===== src/verilog/tmr8_pkg.sv =====
package tmr8_pkg;
	localparam logic [7:0] ADDR_CTRL_A = 8'h00;
	localparam logic [7:0] ADDR_CTRL_B = 8'h01;
	localparam logic [7:0] ADDR_COUNT = 8'h02;
	localparam logic [7:0] ADDR_CMP_A = 8'h03;
	localparam logic [7:0] ADDR_CMP_B = 8'h04;
	localparam logic [7:0] ADDR_STATUS = 8'h05;
	localparam logic [7:0] CTRL_A_RW_MASK = 8'hF3;
	localparam logic [7:0] CTRL_B_RW_MASK = 8'h0F;
	localparam int CTRL_A_COMB_HI = 5;
	localparam int CTRL_A_COMB_LO = 4;
	localparam int CTRL_A_WGM_HI = 1;
	localparam int CTRL_B_WGM2 = 3;
	localparam int STATUS_OVF = 0;
	localparam logic [7:0] CNT_MAX = 8'hFF;
	localparam logic [7:0] CNT_BOTTOM = 8'h00;
	localparam logic [7:0] RESET_BYTE = 8'h00;
	localparam logic [2:0] CS_STOP = 3'h0;
	localparam logic [2:0] CS_EXT_FALL = 3'h6;
	localparam logic [2:0] CS_EXT_RISE = 3'h7;
	localparam logic [9:0] PRE_DIV8 = 10'h007;
	localparam logic [9:0] PRE_DIV64 = 10'h03F;
	localparam logic [9:0] PRE_DIV256 = 10'h0FF;
	localparam logic [9:0] PRE_DIV1024 = 10'h3FF;
	typedef enum logic [2:0] {
		WM_NORMAL = 3'h0,
		WM_PC_FIX = 3'h1,
		WM_CTC = 3'h2,
		WM_FAST_FIX = 3'h3,
		WM_RSV4 = 3'h4,
		WM_PC_VAR = 3'h5,
		WM_RSV6 = 3'h6,
		WM_FAST_VAR = 3'h7
	} wave_mode_e;
endpackage


===== src/verilog/tmr8_tick_if.sv =====
`timescale 1ns/1ns
`default_nettype none
interface tmr8_tick_if;
	logic [2:0] clock_select_bits;
	logic tick;
	modport src(input clock_select_bits, output tick);
	modport dst(output clock_select_bits, input tick);
endinterface
`default_nettype wire


===== src/verilog/tmr8_ext_sync.sv =====
`timescale 1ns/1ns
`default_nettype none
// Two-flop synchroniser plus edge detector for the external count pin.
module tmr8_ext_sync (
	input wire logic i_clk,
	input wire logic i_rst_n,
	input wire logic i_pin,
	input wire logic i_rise_sel,
	output logic o_edge
);
	logic s1_r;
	logic s2_r;
	logic s3_r;
	wire rise = s2_r & ~s3_r;
	wire fall = ~s2_r & s3_r;
	always_ff @(posedge i_clk or negedge i_rst_n) begin
		if (!i_rst_n) begin
			s1_r <= 1'b0;
			s2_r <= 1'b0;
			s3_r <= 1'b0;
		end else begin
			s1_r <= i_pin;
			s2_r <= s1_r;
			s3_r <= s2_r;
		end
	end
	assign o_edge = i_rise_sel ? rise : fall;
endmodule
`default_nettype wire


===== src/verilog/tmr8_prescale.sv =====
`timescale 1ns/1ns
`default_nettype none
// Prescaler and clock select; produces one-cycle count enables.
module tmr8_prescale
	import tmr8_pkg::*;
(
	input wire logic i_clk,
	input wire logic i_rst_n,
	input wire logic i_ext_pin,
	tmr8_tick_if.src tk
);
	logic [9:0] pre_r;
	logic ext_edge;
	tmr8_ext_sync u_sync (
		.i_clk(i_clk),
		.i_rst_n(i_rst_n),
		.i_pin(i_ext_pin),
		.i_rise_sel(tk.clock_select_bits == CS_EXT_RISE),
		.o_edge(ext_edge)
	);
	always_ff @(posedge i_clk or negedge i_rst_n) begin
		if (!i_rst_n) pre_r <= 10'h000;
		else pre_r <= pre_r + 10'h001;
	end
	function automatic logic due(input logic [9:0] cnt, input logic [9:0] msk);
		due = ((cnt & msk) == msk);
	endfunction
	always_comb begin
		unique case (tk.clock_select_bits)
			3'h0: tk.tick = 1'b0;
			3'h1: tk.tick = 1'b1;
			3'h2: tk.tick = due(pre_r, PRE_DIV8);
			3'h3: tk.tick = due(pre_r, PRE_DIV64);
			3'h4: tk.tick = due(pre_r, PRE_DIV256);
			3'h5: tk.tick = due(pre_r, PRE_DIV1024);
			3'h6, 3'h7: tk.tick = ext_edge;
		endcase
	end
endmodule
`default_nettype wire


===== src/verilog/tmr8_wave.sv =====
// Decided for this implementation: the register offsets and the plain strobed port.
`timescale 1ns/1ns
`default_nettype none
module tmr8_wave
	import tmr8_pkg::*;
(
	input wire logic I_CLK_SYS,
	input wire logic I_RESET_N,
	input wire logic [7:0] I_ADDR,
	input wire logic [7:0] I_WDATA,
	input wire logic I_WR,
	input wire logic I_RD,
	input wire logic I_EXT_CLK,
	output logic [7:0] O_RDATA,
	output logic O_COMPARE_B_OUTPUT_PIN,
	output logic O_COMPARE_B_PIN_OE_N,
	output logic O_OVERFLOW_FLAG
);
	logic [7:0] ctrl_a_r;
	logic [7:0] ctrl_b_r;
	logic [7:0] count_r;
	logic [7:0] cmp_a_buf_r;
	logic [7:0] cmp_b_buf_r;
	logic [7:0] compare_a_value_r;
	logic [7:0] compare_b_value_r;
	logic down_r;
	logic ovf_r;
	logic pin_r;
	logic oe_n_r;
	logic [7:0] rdata_r;
	logic [7:0] count_nxt;
	logic down_nxt;
	logic pin_nxt;

	tmr8_tick_if tk ();
	tmr8_prescale u_pre (
		.i_clk(I_CLK_SYS),
		.i_rst_n(I_RESET_N),
		.i_ext_pin(I_EXT_CLK),
		.tk(tk)
	);

	wave_mode_e mode;
	assign mode = wave_mode_e'({ctrl_b_r[CTRL_B_WGM2], ctrl_a_r[CTRL_A_WGM_HI:0]});
	assign tk.clock_select_bits = ctrl_b_r[2:0];
	wire tick = tk.tick;
	wire compare_b_output_mode_hi = ctrl_a_r[CTRL_A_COMB_HI];
	wire compare_b_output_mode_lo = ctrl_a_r[CTRL_A_COMB_LO];
	wire top_is_a = (mode == WM_CTC) || (mode == WM_PC_VAR) || (mode == WM_FAST_VAR);
	wire [7:0] top_val = top_is_a ? compare_a_value_r : CNT_MAX;
	wire phase_correct = (mode == WM_PC_FIX) || (mode == WM_PC_VAR);
	wire immediate = (mode == WM_NORMAL) || (mode == WM_CTC);
	wire at_top = (count_r == top_val);
	wire at_bottom = (count_r == CNT_BOTTOM);
	wire at_max = (count_r == CNT_MAX);
	wire wr_cmp_a = I_WR && (I_ADDR == ADDR_CMP_A);
	wire wr_cmp_b = I_WR && (I_ADDR == ADDR_CMP_B);
	wire wr_status = I_WR && (I_ADDR == ADDR_STATUS);
	// Update point: TOP for phase-correct and fixed fast PWM, BOTTOM for variable fast PWM.
	wire upd_point = (mode == WM_FAST_VAR) ? at_bottom : at_top;
	wire do_update = tick && !immediate && upd_point;
	wire ovf_event = tick && (phase_correct ? at_bottom :
		((mode == WM_FAST_VAR) ? at_top : at_max));
	wire b_at_top = (compare_b_value_r == top_val) && compare_b_output_mode_hi;
	wire b_match = (count_r == compare_b_value_r) && !b_at_top;
	wire out_drive = compare_b_output_mode_hi;

	// Counter sequence: phase-correct bounces, all others wrap at TOP.
	always_comb begin
		count_nxt = count_r;
		down_nxt = down_r;
		if (tick) begin
			if (phase_correct) begin
				if (!down_r && at_top) begin
					down_nxt = 1'b1;
					count_nxt = count_r - 8'h01;
				end else if (down_r && at_bottom) begin
					down_nxt = 1'b0;
					count_nxt = count_r + 8'h01;
				end else if (down_r) begin
					count_nxt = count_r - 8'h01;
				end else begin
					count_nxt = count_r + 8'h01;
				end
			end else begin
				down_nxt = 1'b0;
				count_nxt = at_top ? CNT_BOTTOM : count_r + 8'h01;
			end
		end
		if (I_WR && (I_ADDR == ADDR_COUNT)) begin
			count_nxt = I_WDATA;
		end
	end

	// Compare-B pin action; the up/down sense flips with the low mode bit.
	always_comb begin
		pin_nxt = pin_r;
		if (tick && out_drive && phase_correct) begin
			if (b_match) begin
				pin_nxt = down_r ? !compare_b_output_mode_lo : compare_b_output_mode_lo;
			end else if (b_at_top && at_top) begin
				// Match at TOP is ignored; the action happens at the turnaround.
				pin_nxt = !compare_b_output_mode_lo;
			end
		end else if (tick && out_drive && !phase_correct && b_match) begin
			pin_nxt = compare_b_output_mode_lo ? 1'b1 : 1'b0;
		end
	end

	always_ff @(posedge I_CLK_SYS or negedge I_RESET_N) begin
		if (!I_RESET_N) begin
			ctrl_a_r <= RESET_BYTE;
			ctrl_b_r <= RESET_BYTE;
		end else if (I_WR && (I_ADDR == ADDR_CTRL_A)) begin
			ctrl_a_r <= I_WDATA & CTRL_A_RW_MASK;
		end else if (I_WR && (I_ADDR == ADDR_CTRL_B)) begin
			ctrl_b_r <= I_WDATA & CTRL_B_RW_MASK;
		end
	end

	always_ff @(posedge I_CLK_SYS or negedge I_RESET_N) begin
		if (!I_RESET_N) begin
			count_r <= RESET_BYTE;
			down_r <= 1'b0;
			pin_r <= 1'b0;
		end else begin
			count_r <= count_nxt;
			down_r <= down_nxt;
			pin_r <= pin_nxt;
		end
	end

	always_ff @(posedge I_CLK_SYS or negedge I_RESET_N) begin
		if (!I_RESET_N) begin
			cmp_a_buf_r <= RESET_BYTE;
			cmp_b_buf_r <= RESET_BYTE;
		end else begin
			if (wr_cmp_a) cmp_a_buf_r <= I_WDATA;
			if (wr_cmp_b) cmp_b_buf_r <= I_WDATA;
		end
	end

	always_ff @(posedge I_CLK_SYS or negedge I_RESET_N) begin
		if (!I_RESET_N) begin
			compare_a_value_r <= RESET_BYTE;
			compare_b_value_r <= RESET_BYTE;
		end else if (immediate) begin
			// Buffer is bypassed; also flush a pending buffered value on mode change.
			compare_a_value_r <= wr_cmp_a ? I_WDATA : cmp_a_buf_r;
			compare_b_value_r <= wr_cmp_b ? I_WDATA : cmp_b_buf_r;
		end else if (do_update) begin
			compare_a_value_r <= cmp_a_buf_r;
			compare_b_value_r <= cmp_b_buf_r;
		end
	end

	// Hardware set wins over a software write-one clear in the same cycle.
	always_ff @(posedge I_CLK_SYS or negedge I_RESET_N) begin
		if (!I_RESET_N) ovf_r <= 1'b0;
		else if (ovf_event) ovf_r <= 1'b1;
		else if (wr_status && I_WDATA[STATUS_OVF]) ovf_r <= 1'b0;
	end

	always_ff @(posedge I_CLK_SYS or negedge I_RESET_N) begin
		if (!I_RESET_N) oe_n_r <= 1'b1;
		else oe_n_r <= !out_drive;
	end

	logic [7:0] rd_mux;
	always_comb begin
		unique case (I_ADDR)
			ADDR_CTRL_A: rd_mux = ctrl_a_r;
			ADDR_CTRL_B: rd_mux = ctrl_b_r;
			ADDR_COUNT: rd_mux = count_r;
			ADDR_CMP_A: rd_mux = cmp_a_buf_r;
			ADDR_CMP_B: rd_mux = cmp_b_buf_r;
			ADDR_STATUS: rd_mux = {6'h00, down_r, ovf_r};
			default: rd_mux = RESET_BYTE;
		endcase
	end

	always_ff @(posedge I_CLK_SYS or negedge I_RESET_N) begin
		if (!I_RESET_N) rdata_r <= RESET_BYTE;
		else if (I_RD) rdata_r <= rd_mux;
		else rdata_r <= RESET_BYTE;
	end

	assign O_RDATA = rdata_r;
	assign O_COMPARE_B_OUTPUT_PIN = pin_r;
	assign O_COMPARE_B_PIN_OE_N = oe_n_r;
	assign O_OVERFLOW_FLAG = ovf_r;
endmodule
`default_nettype wire

===== config.mk =====
export PLATFORM = sky130hd
export DESIGN_NAME = tmr8_wave
export DESIGN_NICKNAME = d
export VERILOG_FILES = /design/src/verilog/tmr8_pkg.sv /design/src/verilog/tmr8_tick_if.sv /design/src/verilog/tmr8_ext_sync.sv /design/src/verilog/tmr8_prescale.sv /design/src/verilog/tmr8_wave.sv
export SDC_FILE = /design/constraint.sdc
export NUM_CORES = 1
export LEC_CHECK = 0
export ABC_AREA = 1
export BUFFER_PORTS_ARGS = -buffer_cell sky130_fd_sc_hd__buf_2
export CORE_MARGIN = 5
export CORE_UTILIZATION = 60
export CTS_CLUSTER_SIZE = 28
export DETAILED_ROUTE_END_ITERATION = 8
export GPL_TIMING_DRIVEN = 0
export PLACE_DENSITY_LB_ADDON = 0.1
export RECOVER_POWER = 50
export SLEW_MARGIN = 30
export SYNTH_ARGS = -nofsm -noshare
export SYNTH_HDL_FRONTEND = slang
export SYNTH_SLANG_ARGS = --single-unit

===== constraint.sdc =====
create_clock -name I_CLK_SYS -period 5.88 [get_ports I_CLK_SYS]
set_clock_uncertainty 0.05 [all_clocks]
set_input_delay 0.882 -clock I_CLK_SYS [delete_from_list [all_inputs] [get_ports I_CLK_SYS]]
set_output_delay 0.882 -clock I_CLK_SYS [all_outputs]
set_load 0.01 [all_outputs]

==> results.toml, run 1 <==
[sta]
worst_pin_slew_ps = 2036
rsz0062_at_grt = "false"
drv_slew = 35
min_period_ps = 2677
fmaxAchievable_ghz = 0.3735
hold_viol = 0
setup_ws_ps = 3203
setup_viol = 0
maxSlewHeadroom_pct = -35.73
min_period_over_period_pct = 45.53
setup-tns-final_ps = 0
hold_ws_ps = 307.5

[worst_setup_path]
path_depth = 11
crit_path_frequent_cell = "nor2_1"
critPathKind = "primary input to flip-flop"
worstPathRequired_ps = 6070
critPathArrivalTime_ps = 2860
path_max_fanout = 10
slowest_stage = "nor2_1"
critical_path_buf_inv_count = 2
crit_chain = "buf_2, nor2_1, nand2_1, nor2_2, nand3_1, nor2_1, inv_2, nand2_2, o31ai_1, a21oi_1, nor2_1"
crit_family = "simple AND/OR/NAND/NOR gates"
critical_path.max_stage_delay_ps = 480
rr_worst_depth = 13
cp-start-kind = "primary input"
endpoint_kind = "flip-flop"

[drt]
drt-initial-drc-count = 385
num_vias = 4226
wl_per_cell_microns = 16.60
dr.pass1.iters = 7
final_antenna_net_count = 0
wirelength_microns = 12170
drc = 0
routed_via_density = 5.765

[synth]
ys_types = 34
netlist.area_leader.share_pct = 41.39
synth_cells = 588
synth_common_cells = "nand2_1 (154), inv_1 (83), dfrtp_1 (74), nor2_1 (48), nand3_1 (41)"
ys_ff_latch = 75
synth_ff_type = "dfrtp_1"
yosysMostFrequentCell = "nand2_1"
ys_seq_area_share_pct = 41.97
yosysWarningCount = 0
avgSynthCellArea_sq_um = 7.609
synth_area_leader_cell = "dfrtp_1"
synth_nets = 614
ys_async_sr_fraction_pct = 100.0
synth-edff-count = 0
netlist_top_cells_area = "dfrtp_1 (41%), nand2_1 (13%), inv_1 (7.0%)"
netlist_area_sq_um = 4474

[placement]
hpwlAfterDp_microns = 9376
postPlaceCellArea_sq_um = 4771
dpl_worst_slack_ps = 2894
dp_cells = 718
gp_congestion = 0.9715
port_buffers = 30

[clocking]
cts_resized = 0
hold_buffers = 0
clkSlewWorstSetupHoldPaths_ps = 80
cts_tree = "built"
clockBufferDepth = 2
postCtsSetupRepairBufs = 0
clockRootBuffer = "clkbuf_8"
clock_sinks = 75
clock_latency_ps = 350
cts-htree-levels = 3
cts_made_buffers = 9

[global_route]
grt_max_degree = 42
grt_overflow = 0
groute.usage.overall_pct = 28.70
grt_pass1_wl_microns = 19810
grt_pass1_vias = 4014
antenna_found_initial = 0

[die]
die_h_microns = 96.36
rows = 31
coreArea_sq_um = 7253
io_pins = 32
start_util_pct = 61.69
die_x_microns = 96.36
die-area_sq_um = 9284

[power]
worst_ir_drop_vdd_mv = 0.1973
p_leak_nw = 2.521
power.density_nw_per_um2 = 301.2

[finish]
fin_area_sq_um = 4981
nets = 656
fillers = 634
diodes = 0
fin_cells = 733
layout-drive-gt1-share_pct = 14.35
syn_to_final_growth_pct = 11.33

[outcome]
violations = "max-capacitance violations, max-slew violations"
status = "finished, violations left"

[worst_hold_path]
hp-class = "flip-flop to flip-flop"
hold_depth = 0

[run]
cap_viol_max_count = 1
cells by family (layout without fill, tap and decap cells):
family / after synthesis / count (layout) / synth area share [%]
XOR/XNOR: 26 / 26 / 5.090
buffers and inverters: 98 / 144 / 8.948
AND/OR/NAND/NOR: 295 / 295 / 29.75
AO/OA/AOI/OAI: 89 / 89 / 12.84
flip-flops: 75 / 75 / 41.97
adder cells (fa/ha/maj): 5 / 5 / 1.398
registers in the layout, indices dropped and copies added (netlist names):
name / cells
u_pre.u_sync.s2_r: 1
ctrl_a_r: 6
ctrl_b_r: 4
compare_b_value_r: 8
O_COMPARE_B_PIN_OE_N: 1
cmp_a_buf_r: 8
O_COMPARE_B_OUTPUT_PIN: 1
O_RDATA: 8
O_OVERFLOW_FLAG: 1
compare_a_value_r: 8
down_r: 1
u_pre.u_sync.s1_r: 1
cmp_b_buf_r: 8
u_pre.pre_r: 10
u_pre.u_sync.s3_r: 1
count_r: 8
path summary, 6_finish.rpt:
kind,slack (ps),start,to
worst max-delay path,3200,I_ADDR[5],count_r[0]
worst min-delay path,310,u_pre.u_sync.s1_r,u_pre.u_sync.s2_r
worst max register to register,3320,u_pre.pre_r[0],compare_b_value_r[7]
worst min register to register,310,u_pre.u_sync.s1_r,u_pre.u_sync.s2_r
max in group asynchronous,3560,I_RESET_N,ctrl_b_r[0]
min in group asynchronous,1050,I_RESET_N,u_pre.pre_r[4]
area by class of cell:
class	count	area, sq um	share of cell area, %
inverters	86	322.8	6.481
plain buffers	12	77.57	1.557
repair buffers	31	168.9	3.391
well taps	99	123.9	2.487
flip-flops and latches	75	1878	37.70
multi-input cells	415	2196	44.08
clock buffers	9	123.9	2.487
clock inverters	6	90.09	1.809
placed cells by master (no fill, tap or decap), types with 9 or more instances in the layout:
master,count
a21oi_1,15
clkbuf_8,9
nand4_1,10
nor3_1,11
nand3_1,41
o211ai_2,9
nand2_2,16
o22ai_1,15
nor2_1,48
o21ai_0,36
buf_2,31
dfrtp_1,74
xor2_1,19
nand2_1,154
inv_1,83
through the flow:
step,utilization (%),power [W]
4_1_cts,68.73,0.001496
2_1_floorplan,-,0.0009432
3_3_place_gp,65.46,0.001042
3_5_place_dp,65.78,0.001063
5_1_grt,68.67,0.001586
6_report,68.67,0.001500
layer usage:
metal	up-vias	track usage, %	wire [microns]	share of wire (%)
met3	42	4.691	1058	8.7
met1	1968	39.60	5077	42
met2	231	45.31	5594	46
li1	1985	-	-	-
met4	0	11.10	439	3.6
met5	-	0	0	0
where the power goes:
| group | internal, W | switching [W] | leakage, nW |
|---|---|---|---|
| Sequential | 0.000590 | 0.0000628 | 0.929 |
| Combinational | 0.000150 | 0.000260 | 1.49 |
| Clock | 0.000238 | 0.000200 | 0.106 |
(Power assumes the default switching activity.)
==> run 2: changes to the inputs <==
==> constraint.sdc (replaced) <==
create_clock -name I_CLK_SYS -period 2.5 [get_ports I_CLK_SYS]
set_clock_uncertainty 0.05 [all_clocks]
set_input_delay 0.375 -clock I_CLK_SYS [delete_from_list [all_inputs] [get_ports I_CLK_SYS]]
set_output_delay 0.375 -clock I_CLK_SYS [all_outputs]
set_load 0.01 [all_outputs]
==> run 2 against run 1 <==
Against the previous run:
- the flow now finishes without violations
- via count down 1.4%
- die area unchanged
- register-to-register slack worse by 3100 ps
- utilization up 0.26 points
- critical endpoint is now count_r[7]
- critical path depth up 4
- highest routed layer unchanged
- largest cell class unchanged
- setup slack worse by 3000 ps
==> results.toml, run 2 (synthesized netlist as in run 1, its figures left out) <==
[outcome]
status = "completed"

[sta]
drv_slew = 0
rsz0062_at_grt = "false"
setup-tns-final_ps = 0
setup_viol = 0
fmaxAchievable_ghz = 0.4385
min_period_over_period_pct = 91.22
maxSlewHeadroom_pct = 38.93
setup_ws_ps = 219.4
worst_pin_slew_ps = 916.0
hold_viol = 0
min_period_ps = 2281

[global_route]
grt_max_degree = 42
grt_overflow = 0
grt_use_met1_pct = 39.60
grt_pass1_vias = 4014
grt_pass1_wl_microns = 19810
gr-usage-met3_pct = 4.691
met2_usage_pct = 45.31
antenna_found_initial = 0
groute.usage.overall_pct = 28.70
grt.busiest_layer = "met2"

[die]
io_pins = 32
start_util_pct = 61.69
die_x_microns = 96.36
die-area_sq_um = 9284
coreArea_sq_um = 7253
die_h_microns = 96.36
rows = 31

[finish]
mostFrequentLayoutCells = "nand2_1 (154), inv_1 (83), dfrtp_1 (74)"
fin_cells = 735
nets = 658
final_common_cell = "nand2_1"
fillers = 629
layout-drive-gt1-share_pct = 15.09
syn_to_final_growth_pct = 11.75
largest_register_ffs = 10
diodes = 0
regMostFlops = "u_pre.pre_r"

[clocking]
cts_made_buffers = 9
clockBufferDepth = 2
clockRootBuffer = "clkbuf_8"
clkSlewWorstSetupHoldPaths_ps = 80
clock_sinks = 75
clock_latency_ps = 350
cts-htree-levels = 3
cts_tree = "built"

[worst_setup_path]
critPathKind = "flip-flop to flip-flop"
crit_chain = "nor2_4, nand2_2, nand2_2, buf_6, nand3_1, nand2_1, nand3_2, nor2_4, nand3_2, nand2_1, nand2_2, nand2_1, nand2_1, nand2_1, nand2_1"
crit_family = "simple AND/OR/NAND/NOR gates"
critical_path_buf_inv_count = 1
worstPathRequired_ps = 2690
crit_path_frequent_cell = "nand2_1"
path_depth = 15
rr_worst_depth = 15
critical_path.max_stage_delay_ps = 440
critPathArrivalTime_ps = 2470
endpoint_kind = "flip-flop"
slowest_stage = "dfrtp_1"
cp-start-kind = "flip-flop"
path_max_fanout = 10

[placement]
port_buffers = 30
dpl_worst_slack_ps = 12.12
hpwlAfterDp_microns = 9376
dp_cells = 718
gp_congestion = 0.9715

[drt]
wl_per_cell_microns = 16.68
wirelength_microns = 12260
routed_via_density = 5.671
dr.pass1.iters = 5
drc = 0
num_vias = 4168
final_antenna_net_count = 0
drt-initial-drc-count = 316

[run]
cap_viol_max_count = 0

[power]
power.density_nw_per_um2 = 706.4
p_leak_nw = 2.529
worst_ir_drop_vdd_mv = 0.4648

[worst_hold_path]
hold_depth = 1
hp-class = "primary input to flip-flop"
## run 2: cell count changes in the layout (fill, tap and decap cells not counted)
| cell | before | now |
|---|---|---|
| nor2_2 | 1 | 3 |
| nor2_1 | 48 | 45 |
| clkbuf_1 | 7 | 6 |
| clkbuf_2 | 0 | 1 |
| buf_4 | 0 | 1 |
| nor2_4 | 4 | 5 |
| dlygate4sd3_1 | 0 | 1 |
| buf_12 | 1 | 0 |
| clkbuf_4 | 0 | 1 |
## run 2: final timing paths
path / from / endpoint / slack (ps)
hold / removal: I_EXT_CLK / u_pre.u_sync.s1_r / 80
max in group asynchronous: I_RESET_N / compare_b_value_r[5] / 570
min in group asynchronous: I_RESET_N / u_pre.pre_r[4] / 630
setup / recovery: ctrl_a_r[0] / count_r[7] / 220
setup reg to reg: ctrl_a_r[0] / count_r[7] / 220
hold reg to reg: u_pre.u_sync.s1_r / u_pre.u_sync.s2_r / 310
## run 2: worst register-to-register path: stages, from the launching register on
cell	delay [ps]
dfrtp_1	440
nor2_4	150
nand2_2	70
nand2_2	100
buf_6	150
nand3_1	80
nand2_1	90
nand3_2	90
nor2_4	200
nand3_2	170
nand2_1	230
nand2_2	120
nand2_1	100
nand2_1	50
nand2_1	50
nand2_1	40
## run 2: per-layer routing
metal	share of wire, %	wire length [microns]	vias to the layer above
met2	46	5679	179
met1	44	5369	1967
met4	3.1	376	0
li1	-	-	1994
met3	6.8	835	28
met5	0	0	-
## run 2: area by class of cell
cell class,count,area (sq um),area share [%]
flip-flops and latches,75,1878,37.56
plain buffers,12,77.57,1.552
repair buffers,33,175.2,3.504
multi-input cells,415,2208,44.17
inverters,86,322.8,6.456
well taps,99,123.9,2.477
clock buffers,9,123.9,2.477
clock inverters,6,90.09,1.802
## run 2: where the power goes
part	internal, W	switching [W]	total, W
clock network	0.000560	0.000470	0.00103
logic	0.000351	0.000617	0.000968
registers	0.00139	0.000147	0.00153
total	0.00230	0.00123	0.00353
## run 2: repair_timing
item,CTS,global route
hold buffers,1,0
gates resized for setup,1,3
pin swaps,0,1
buffers inserted,0,1
setup endpoints to repair,2,20
hold endpoints to repair,33,0
## run 2: stage by stage
stage | instance area (sq um) | total power [W] | utilization, % | hold slack [ps]
6_report | 5000 | 0.003532 | 68.93 | 80.00
3_5_place_dp | 4771 | 0.002500 | 65.78 | 290.3
4_1_cts | 4997 | 0.003519 | 68.90 | 69.87
5_1_grt | 5000 | 0.003730 | 68.93 | 70.12
2_1_floorplan | 4474 | 0.002218 | - | 29.41
3_3_place_gp | 4748 | 0.002451 | 65.46 | 285.9
